**config.mk**
```make
export PLATFORM = sky130hd
export DESIGN_NAME = umc_mode_ctrl
export DESIGN_NICKNAME = d
export VERILOG_FILES = /design/src/core/umc_pkg.sv /design/src/core/umc_edge_det.sv /design/src/core/umc_mode_ctrl.sv
export SDC_FILE = /design/constraint.sdc
export NUM_CORES = 1
export LEC_CHECK = 0
export BUFFER_PORTS_ARGS = -buffer_cell sky130_fd_sc_hd__buf_2
export CAP_MARGIN = 30
export CELL_PAD_IN_SITES_DETAIL_PLACEMENT = 0
export CELL_PAD_IN_SITES_GLOBAL_PLACEMENT = 2
export CORE_MARGIN = 2
export CORE_UTILIZATION = 29
export DETAILED_ROUTE_END_ITERATION = 10
export PLACE_DENSITY = 0.86
export SETUP_SLACK_MARGIN = 0.1
export SLEW_MARGIN = 40
export SYNTH_ARGS = -nofsm -noshare
export SYNTH_HDL_FRONTEND = slang
export SYNTH_SLANG_ARGS = --single-unit
```
**constraint.sdc**
```tcl
create_clock -name i_mclk -period 1.45 [get_ports i_mclk]
set_input_delay 0.145 -clock i_mclk [delete_from_list [all_inputs] [get_ports i_mclk]]
set_output_delay 0.145 -clock i_mclk [all_outputs]
set_load 0.01 [all_outputs]
```
**src/core/umc_pkg.sv**
```systemverilog
// umc_pkg: register map, field positions and codes for the serial port
// mode control block.
// assumes a 16-bit register port with word addresses.
package umc_pkg;
    localparam int          UMC_ADDR_W     = 2;
    localparam int          UMC_DATA_W     = 16;
    // register word addresses
    localparam logic [1:0]  UMC_OFS_MODE   = 2'h0;
    localparam logic [1:0]  UMC_OFS_STAT   = 2'h1;
    localparam logic [1:0]  UMC_OFS_MASK   = 2'h2;
    // serial_port_mode fields
    localparam int          UMC_B_PORT_ON  = 15;
    localparam int          UMC_B_IDLE     = 13;
    localparam int          UMC_B_IR_ON    = 12;
    localparam int          UMC_B_RTS_MODE = 11;
    localparam int          UMC_B_USAGE_HI = 9;
    localparam int          UMC_B_USAGE_LO = 8;
    localparam int          UMC_B_WAKE     = 7;
    localparam int          UMC_B_LOOP     = 6;
    localparam int          UMC_B_AUTORATE = 5;
    localparam int          UMC_B_RX_INV   = 4;
    localparam int          UMC_B_HI_SPEED = 3;
    localparam int          UMC_B_PAR_HI   = 2;
    localparam int          UMC_B_PAR_LO   = 1;
    localparam int          UMC_B_STOP     = 0;
    // bits 14 and 10 are not implemented
    localparam logic [15:0] UMC_MODE_WMASK = 16'hbbff;
    localparam logic [15:0] UMC_MODE_RST   = 16'h0000;
    // pin usage codes
    localparam logic [1:0]  UMC_USE_TXRX   = 2'h0;
    localparam logic [1:0]  UMC_USE_RTS    = 2'h1;
    localparam logic [1:0]  UMC_USE_FLOW   = 2'h2;
    localparam logic [1:0]  UMC_USE_BCLK   = 2'h3;
    // interrupt status bits
    localparam int          UMC_EV_WAKE    = 0;
    localparam int          UMC_EV_MEASURE = 1;
    localparam int          UMC_EV_W       = 2;
    localparam logic [1:0]  UMC_EV_RST     = 2'h0;
endpackage : umc_pkg

```
**src/core/umc_edge_det.sv**
```systemverilog
// umc_edge_det: one-cycle rise and fall pulses of a synchronous level.
// assumes the input is already synchronous to i_mclk.
`timescale 1ns/1ps
module umc_edge_det #(
    parameter logic RESET_LEVEL = 1'b1
) (
    // clock and reset
    input  wire logic i_mclk,
    input  wire logic i_reset_n,
    // level in, pulses out
    input  wire logic i_level,
    output logic      o_rise,
    output logic      o_fall
);
    logic last_reg;
    logic last_next;

    always_comb begin
        last_next = i_level;
        o_rise    = i_level & ~last_reg;
        o_fall    = ~i_level & last_reg;
    end

    always_ff @(posedge i_mclk or negedge i_reset_n) begin
        if (!i_reset_n) begin
            last_reg <= RESET_LEVEL;
        end else begin
            last_reg <= last_next;
        end
    end
endmodule : umc_edge_det

```
**src/core/umc_mode_ctrl.sv**
```systemverilog
// umc_mode_ctrl: mode control of an asynchronous serial port.
// assumes a datapath and baud generator outside, a plain register port,
// and a pad ring that falls back to port latches when ownership drops.
`timescale 1ns/1ps
module umc_mode_ctrl (
    // clock and reset
    input  wire logic                       i_mclk,
    input  wire logic                       i_reset_n,
    // register port
    input  wire logic [umc_pkg::UMC_ADDR_W-1:0] i_addr,
    input  wire logic [umc_pkg::UMC_DATA_W-1:0] i_wdata,
    input  wire logic                       i_wr,
    input  wire logic                       i_rd,
    output logic [umc_pkg::UMC_DATA_W-1:0]  o_rdata,
    output logic                            o_irq,
    // processor power state
    input  wire logic                       i_cpu_idle,
    input  wire logic                       i_cpu_sleep,
    // datapath side
    input  wire logic                       i_tx_bit,
    input  wire logic                       i_ir_pulse,
    input  wire logic                       i_rx_ready,
    input  wire logic                       i_tx_busy,
    input  wire logic                       i_baud_clk,
    input  wire logic                       i_measure_done,
    output logic                            o_run,
    output logic                            o_low_power,
    output logic                            o_rx_bit,
    output logic                            o_rx_accept,
    output logic                            o_measure_active,
    output logic                            o_cts_allow,
    output logic [umc_pkg::UMC_DATA_W-1:0]  o_mode,
    // serial pins
    input  wire logic                       i_serial_rx_pin,
    output logic                            o_serial_tx_pin,
    output logic                            o_serial_tx_oe,
    output logic                            o_rts_bclk_pin,
    output logic                            o_rts_bclk_oe,
    input  wire logic                       i_clear_to_send_pin_n,
    // pin ownership, low hands the pin to the port latches
    output logic                            o_own_txrx,
    output logic                            o_own_rts,
    output logic                            o_own_cts,
    output logic                            o_own_bclk
);
    import umc_pkg::*;

    logic [15:0]         mode_reg, mode_next;
    logic [UMC_EV_W-1:0] stat_reg, stat_next;
    logic [UMC_EV_W-1:0] mask_reg, mask_next;
    logic [15:0]         rdata_reg, rdata_next;
    logic                irq_reg, irq_next;
    logic                wake_armed_reg, wake_armed_next;
    logic [13:0]         pins_reg, pins_next;
    logic                rx_rise, rx_fall;
    logic [1:0]          usage;
    logic                port_on, run_now, rx_eff;
    logic                wr_mode, wr_stat, wr_mask;
    logic [UMC_EV_W-1:0] ev_set;

    umc_edge_det #(
        .RESET_LEVEL (1'b1)
    ) u_rx_edge (
        .i_mclk    (i_mclk),
        .i_reset_n (i_reset_n),
        .i_level   (i_serial_rx_pin),
        .o_rise    (rx_rise),
        .o_fall    (rx_fall)
    );

    assign usage   = mode_reg[UMC_B_USAGE_HI:UMC_B_USAGE_LO];
    assign port_on = mode_reg[UMC_B_PORT_ON];
    assign wr_mode = i_wr && (i_addr == UMC_OFS_MODE);
    assign wr_stat = i_wr && (i_addr == UMC_OFS_STAT);
    assign wr_mask = i_wr && (i_addr == UMC_OFS_MASK);

    // register file, hardware-cleared bits and events
    always_comb begin
        mode_next       = mode_reg;
        wake_armed_next = wake_armed_reg;
        ev_set          = '0;
        if (mode_reg[UMC_B_WAKE] && i_cpu_sleep && rx_fall) begin
            ev_set[UMC_EV_WAKE] = 1'b1;
            wake_armed_next     = 1'b1;
        end
        if (mode_reg[UMC_B_WAKE] && wake_armed_reg && rx_rise) begin
            mode_next[UMC_B_WAKE] = 1'b0;
            wake_armed_next       = 1'b0;
        end
        if (!mode_reg[UMC_B_WAKE]) begin
            wake_armed_next = 1'b0;
        end
        if (mode_reg[UMC_B_AUTORATE] && i_measure_done) begin
            mode_next[UMC_B_AUTORATE] = 1'b0;
            ev_set[UMC_EV_MEASURE]    = 1'b1;
        end
        if (wr_mode) begin
            mode_next = i_wdata & UMC_MODE_WMASK;
        end
        // set wins over write-one-to-clear
        stat_next = stat_reg;
        if (wr_stat) begin
            stat_next = stat_reg & ~i_wdata[UMC_EV_W-1:0];
        end
        stat_next = stat_next | ev_set;
        mask_next = wr_mask ? i_wdata[UMC_EV_W-1:0] : mask_reg;
        irq_next  = |(stat_next & mask_next);
        rdata_next = 16'h0000;
        if (i_rd) begin
            case (i_addr)
                UMC_OFS_MODE: rdata_next = mode_reg & UMC_MODE_WMASK;
                UMC_OFS_STAT: rdata_next = {14'h0000, stat_reg};
                UMC_OFS_MASK: rdata_next = {14'h0000, mask_reg};
                default:      rdata_next = 16'h0000;
            endcase
        end
    end

    always_ff @(posedge i_mclk or negedge i_reset_n) begin
        if (!i_reset_n) begin
            mode_reg       <= UMC_MODE_RST;
            stat_reg       <= UMC_EV_RST;
            mask_reg       <= UMC_EV_RST;
            rdata_reg      <= 16'h0000;
            irq_reg        <= 1'b0;
            wake_armed_reg <= 1'b0;
        end else begin
            mode_reg       <= mode_next;
            stat_reg       <= stat_next;
            mask_reg       <= mask_next;
            rdata_reg      <= rdata_next;
            irq_reg        <= irq_next;
            wake_armed_reg <= wake_armed_next;
        end
    end

    // pin and datapath steering, all registered
    always_comb begin
        run_now = port_on && !i_cpu_sleep &&
                  !(mode_reg[UMC_B_IDLE] && i_cpu_idle);
        // infrared decoder: a high pulse marks a zero bit
        rx_eff = mode_reg[UMC_B_IR_ON] ? ~i_serial_rx_pin : i_serial_rx_pin;
        if (mode_reg[UMC_B_RX_INV]) begin
            rx_eff = ~rx_eff;
        end
        if (mode_reg[UMC_B_LOOP]) begin
            rx_eff = i_tx_bit;
        end
        pins_next = '0;
        // [0] run, [1] low power, [2] rx bit, [3] rx accept, [4] measure
        pins_next[0] = run_now;
        pins_next[1] = !port_on;
        pins_next[2] = run_now ? rx_eff : 1'b1;
        pins_next[3] = run_now && !mode_reg[UMC_B_AUTORATE];
        pins_next[4] = run_now && mode_reg[UMC_B_AUTORATE];
        // [5] cts allow; flow gating only when cts is used
        pins_next[5] = (port_on && usage == UMC_USE_FLOW) ?
                       !i_clear_to_send_pin_n : 1'b1;
        // infrared encoder: zero bit sent as a short high pulse
        pins_next[6] = mode_reg[UMC_B_IR_ON] ?
                       (!i_tx_bit && i_ir_pulse) : i_tx_bit;
        pins_next[7] = port_on;
        // simplex or flow control on the request pin
        pins_next[8] = mode_reg[UMC_B_RTS_MODE] ? !i_tx_busy : !i_rx_ready;
        case (usage)
            UMC_USE_TXRX: pins_next[9] = 1'b0;
            UMC_USE_RTS:  pins_next[9] = port_on;
            UMC_USE_FLOW: pins_next[9] = port_on;
            UMC_USE_BCLK: begin
                pins_next[9] = port_on;
                pins_next[8] = i_baud_clk;
            end
            default:      pins_next[9] = 1'b0;
        endcase
        // [10..13] ownership: txrx, rts, cts, bclk
        // every pin released when off
        pins_next[10] = port_on;
        pins_next[11] = port_on &&
                        (usage == UMC_USE_RTS || usage == UMC_USE_FLOW);
        pins_next[12] = port_on && (usage == UMC_USE_FLOW);
        pins_next[13] = port_on && (usage == UMC_USE_BCLK);
    end

    always_ff @(posedge i_mclk or negedge i_reset_n) begin
        if (!i_reset_n) begin
            pins_reg <= 14'h0006;
        end else begin
            pins_reg <= pins_next;
        end
    end

    assign o_rdata          = rdata_reg;
    assign o_irq            = irq_reg;
    assign o_mode           = mode_reg;
    assign o_run            = pins_reg[0];
    assign o_low_power      = pins_reg[1];
    assign o_rx_bit         = pins_reg[2];
    assign o_rx_accept      = pins_reg[3];
    assign o_measure_active = pins_reg[4];
    assign o_cts_allow      = pins_reg[5];
    assign o_serial_tx_pin  = pins_reg[6];
    assign o_serial_tx_oe   = pins_reg[7];
    assign o_rts_bclk_pin   = pins_reg[8];
    assign o_rts_bclk_oe    = pins_reg[9];
    assign o_own_txrx       = pins_reg[10];
    assign o_own_rts        = pins_reg[11];
    assign o_own_cts        = pins_reg[12];
    assign o_own_bclk       = pins_reg[13];
endmodule : umc_mode_ctrl

```
==> reports/results.ini, run 1 <==
[run_status]
status = completed

[pwr]
p_leak_nw = 1.28
p_sw_frac = 0.269
power_density_mw_per_mm2 = 1220
peakVddDrop_uv = 400
combinationalPowerShare = 0.192
pwr-share-clk = 0.270
p_seq_frac = 0.538
switchingPower_uw = 804
intPower_mw = 2.19

[floorplan]
top_level_ports = 79
core_area_sq_mm = 0.00631
die_w_um = 84.4
die_h_um = 84.4
dieArea_sq_mm = 0.00712
fp-row-count = 29
initial_utilization = 0.297

[timing]
rsz0062_at_grt = false
finalMaxSlewViolations = 0
period_needed_ps = 1290
setup_viol_count_final = 0
fin_crit_sh = 0.889
fin_tns_setup_ps = 0
clock.fmax_mhz = 776
fin_skew_ps = 5.21
hold_viol = 0

[logic_synthesis]
synth_top_area_frac = 0.601
synth.avg_cell_area_sq_um = 13.4
synth_flop_cell = dfrtp_1
ys_types = 30
ys_ff_latch = 48
ys_seq_area_frac = 0.643
synth-edff-count = 0
ys_async_sr_fraction = 1.00
synth_area_sq_mm = 0.00187
ys_warn_count = 0
yosys-top-cells-area = dfrtp_1 (60%), mux2_2 (6.6%), and2_1 (6.0%), dfstp_2 (4.2%), buf_4 (2.8%)
synth_top_area_cell = dfrtp_1
synthCells = 140

[flow_run]
cap_violations = 0

[clock_tree]
clk_latency_ps = 290
cts_tree = done
cts_buffer_depth = 2
cts_buffers = 5
clk_pin_slew_ps = 80
numClockSinks = 48
ctsHtreeMaxLevel = 2
cts-root-buf = clkbuf_8
cts_resized = 0

[cells_and_area]
final_cell_mix = buf_2 (72), dfrtp_1 (45), and2_1 (18)
area_delta_synth_final_pct = 30.9
fill_cells = 641
design_area_sq_mm = 0.00245
antennaDiodeCount = 0
nNetsFinal = 255
mostFrequentLayoutCell = buf_2
stdcell_count = 298
post-route-util = 0.389
final_layout_size_suffix_gt1_frac = 0.457

[placed_design]
hpwl_um = 2870
placed_area_sq_mm = 0.00233
dp.cells = 287
numPortBuffers = 72
gp_congestion = 0.714

[setup_path]
path_max_fanout = 4
reg2reg_setup_slack_ps = 340
worstSetupEndpointType = register
rr_worst_depth = 3
start_kind = input port
required_ps = 1640
critPathKind = input port to register
worstPathArrival_ps = 1480

[global_route]
grt_pass1_wl_um = 6130
track_usage = 0.112
grt_pass1_vias = 1242
overflow = 0
grt_max_degree = 27
antenna_found_initial = 0

[route]
vias_per_cell = 4.29
via_count = 1277
drc = 0
initialDrtViolationCount = 50
final_antenna_net_count = 0
dr.pass1.iters = 5
routed_wl_um = 3870
routed_wire_length_per_instance_um = 13.0

[worst_hold_path]
holdPathStages = 3
min_path_type = input port to register

-- through the flow --
stage / hold WS [ps] / setup slack (ps) / total power, mW
after global placement: 87.8 / 226 / 2.21
final: 49.1 / 161 / 2.99
after CTS: 41.1 / 149 / 3.04
after detailed placement: 87.7 / 190 / 2.22
after global routing: 53.7 / 129 / 3.17
after floorplan: -151 / 324 / 1.94
-- synth_stat cells (2+ instances only) --
cell type	instances
nand3b_1	2
o21ai_0	10
and2_1	18
nand4b_1	2
nand2b_1	2
nor2b_1	2
a22o_1	3
buf_6	2
mux2_2	11
inv_1	5
dfrtp_1	45
nand2_1	8
ha_1	3
nor3b_1	2
buf_4	7
mux2i_1	2
dfstp_2	3
-- cells by family after synthesis --
kind of cell / share of synthesized area
multiplexers: 0.0848
adder cells (fa/ha/maj): 0.0200
AO/OA/AOI/OAI: 0.0514
buffers and inverters: 0.0547
XOR/XNOR: 0.00935
other: 0.00200
flip-flops: 0.643
AND/OR/NAND/NOR: 0.135
-- per-layer routing --
layer,part of all wire,GRT usage
met3,0.082,0.0403
met4,0.012,0.0346
met2,0.47,0.172
met1,0.44,0.149
met5,0,0
-- worst max-delay path: stages --
cell and delay, ps:
dlygate4sd3_1 520, buf_2 150, and3b_1 210, a22o_1 250, a22o_1 200
-- area by class of cell --
class                      instances  area (sq um)  area share
inverter                           5          18.8     0.00765
clock buffer                       8          90.1      0.0367
multi-input combinational         79           583       0.238
sequential                        48          1200       0.491
tap                               77          96.3      0.0393
timing repair buffer              81           460       0.188
-- power groups by stage --
stage	Combinational [mW]	Sequential (mW)	Clock (mW)
after global placement	0.575	1.64	0
after floorplan	0.245	1.70	0
final	0.575	1.61	0.807
after detailed placement	0.583	1.64	0
after CTS	0.590	1.62	0.831
after global routing	0.637	1.64	0.896
-- what timing repair did --
action | CTS | global route
buffers inserted | 0 | 0
endpoints found under the hold margin | 16 | 0
hold buffers | 3 | 0
-- final timing paths --
kind | from | endpoint
max reg2reg | u_rx_edge.last_reg | o_irq
min reg2reg | o_mode[15] | pins_reg[1]
max in group asynchronous | i_reset_n | pins_reg[2]
min in group asynchronous | i_reset_n | stat_reg[1]
min | i_wdata[15] | o_mode[15]
max | i_serial_rx_pin | o_irq
Note: power is estimated with default switching activity, not from simulation.
==> inputs of run 2 (changes only) <==
SYNTH_HIERARCHICAL = 1   (was default)
==> reports/results.ini, run 2 <==
[floorplan]
die_h_um = 84.6  ; +0.22%
initial_utilization = 0.298  ; +0.00139
die_w_um = 84.6  ; +0.22%
top_level_ports = 79  ; unchanged
core_area_sq_mm = 0.00631  ; unchanged
dieArea_sq_mm = 0.00715  ; +0.44%
fp-row-count = 29  ; unchanged

[logic_synthesis]
synth_top_area_cell = dfrtp_1
synth-edff-count = 0  ; unchanged
synthCells = 141  ; +0.71%
ys_types = 30  ; unchanged
synth_area_sq_mm = 0.00188  ; +0.47%
ys_seq_area_frac = 0.640  ; -0.00299
synth_most_common_cell = dfrtp_1
synth_flop_cell = dfrtp_1
synth_common_cells = dfrtp_1 (45), and2_1 (19), mux2_2 (11), nand2_1 (11), o21ai_0 (9)
synth_top_area_frac = 0.598  ; -0.00279
synth.avg_cell_area_sq_um = 13.4  ; -0.25%
ys_async_sr_fraction = 1.00  ; unchanged
yosys-top-cells-area = dfrtp_1 (60%), mux2_2 (6.6%), and2_1 (6.3%), dfstp_2 (4.2%), buf_4 (2.8%)
ys_ff_latch = 48  ; unchanged
ys_warn_count = 6  ; +6

[setup_path]
reg2reg_setup_slack_ps = 300  ; -40 ps
path_max_fanout = 4  ; unchanged
worstPathArrival_ps = 1520  ; +40 ps
start_kind = input port
required_ps = 1650  ; about the same
worstSetupEndpointType = register
critPathKind = input port to register

[timing]
setup_viol_count_final = 0  ; unchanged
fin_tns_setup_ps = 0  ; unchanged
hold_viol = 0  ; unchanged
period_needed_ps = 1320  ; +30.7 ps
fin_crit_sh = 0.910  ; +0.0212
finalMaxSlewViolations = 0  ; unchanged
rsz0062_at_grt = false
fin_skew_ps = 4.10  ; -1.12 ps
hold_ws_ps = 46.5  ; -2.56 ps
clock.fmax_mhz = 758  ; -2.3%

[clock_tree]
ctsHtreeMaxLevel = 2  ; unchanged
clk_pin_slew_ps = 90  ; about the same
cts_buffers = 5  ; unchanged
cts_tree = done
clk_latency_ps = 300  ; about the same
numClockSinks = 48  ; unchanged
cts_resized = 0  ; unchanged
cts-root-buf = clkbuf_8
cts_buffer_depth = 2  ; unchanged

[route]
routed_wire_length_per_instance_um = 12.7  ; -2.3%
via_count = 1257  ; -1.6%
initialDrtViolationCount = 23  ; -54%
routed_wl_um = 3780  ; -2.3%
final_antenna_net_count = 0  ; unchanged
dr.pass1.iters = 3  ; -2
drc = 0  ; unchanged
vias_per_cell = 4.22  ; -1.6%

[cells_and_area]
mostFrequentLayoutCell = buf_2
area_delta_synth_final_pct = 31.1
nNetsFinal = 255  ; unchanged
antennaDiodeCount = 0  ; unchanged
final_cell_mix = buf_2 (72), dfrtp_1 (45), and2_1 (19)
final_layout_size_suffix_gt1_frac = 0.471  ; +0.0136
design_area_sq_mm = 0.00247  ; +0.61%

[global_route]
grt_pass1_wl_um = 6310  ; +2.9%
overflow = 0  ; unchanged
grt_max_degree = 49  ; +81%
antenna_found_initial = 0  ; unchanged
grt_pass1_vias = 1285  ; +3.5%
track_usage = 0.114  ; +0.00153

[pwr]
p_leak_nw = 1.28  ; +0.31%
peakVddDrop_uv = 407  ; +1.7%
power_density_mw_per_mm2 = 1270  ; +4.0%

[run_status]
status = completed

[placed_design]
placed_area_sq_mm = 0.00233  ; -0.27%
hpwl_um = 2810  ; -2.1%
gp_congestion = 0.752  ; +5.4%
numPortBuffers = 72  ; unchanged

[flow_run]
cap_violations = 0  ; unchanged

[worst_hold_path]
min_path_type = input port to register

[run 2: final timing paths]
kind / to / depth (start not counted) / start
setup / recovery: o_irq / 5 / i_serial_rx_pin
hold / removal: o_mode[7] / 3 / i_wdata[7]
setup reg to reg: o_irq / 3 / u_rx_edge/last_reg
hold reg to reg: pins_reg[10] / 0 / o_mode[15]
max in group asynchronous: pins_reg[2] / 3 / i_reset_n
min in group asynchronous: pins_reg[9] / 3 / i_reset_n
[run 2: metrics by stage]
stage / utilization / setup WS (ps) / power (mW) / instances
final: 0.391 / 130 / 3.13 / 298
after global routing: 0.391 / 102 / 3.32 / 298
after CTS: 0.391 / 132 / 3.19 / 298
after detailed placement: 0.369 / 211 / 2.21 / 287
after global placement: 0.369 / 228 / 2.20 / 287
after floorplan: - / 324 / 1.94 / 144
[run 2: routing by layer]
layer  track usage  routed length (um)  vias to the layer above
met2         0.178                1800                       46
met3        0.0413                 270                        7
li1              -                   -                      611
met1         0.148                1660                      593
met4        0.0346                  48                        0
met5             0                   0                        -
[run 2: final cells by class]
cell class | count | area [sq um]
well taps | 77 | 96.3
clock inverters | 3 | 42.5
fillers | 642 | 3840
inverters | 4 | 15.0
flip-flops and latches | 48 | 1200
multi-input cells | 81 | 601
repair buffers | 80 | 440
clock buffers | 5 | 68.8
[run 2: worst max-delay path: stages]
cell and delay, ps:
dlygate4sd3_1 520, buf_2 140, and2b_2 230, a32o_1 270, a22o_1 210
[run 2: repair_timing]
action,4_1_cts,5_1_grt
setup buffers,0,0
hold buffers,3,0
endpoints found under the hold margin,47,0
[run 2: cell families after synthesis]
group / count (synthesis) / share of synthesized area
other: 1 / 0.00199
AO/OA/AOI/OAI: 14 / 0.0465
flip-flops: 48 / 0.640
buffers and inverters: 15 / 0.0525
XOR/XNOR: 2 / 0.00930
AND/OR/NAND/NOR: 43 / 0.140
adder cells (fa/ha/maj): 3 / 0.0199
multiplexers: 15 / 0.0897
[run 2: where the power goes]
| group | switching, mW | internal (mW) | leakage, nW | total (mW) |
|---|---|---|---|---|
| Clock | 0.444 | 0.510 | 0.0541 | 0.955 |
| Sequential | 0.0995 | 1.51 | 0.607 | 1.61 |
| Combinational | 0.285 | 0.281 | 0.619 | 0.566 |
| Total | 0.829 | 2.30 | 1.28 | 3.13 |
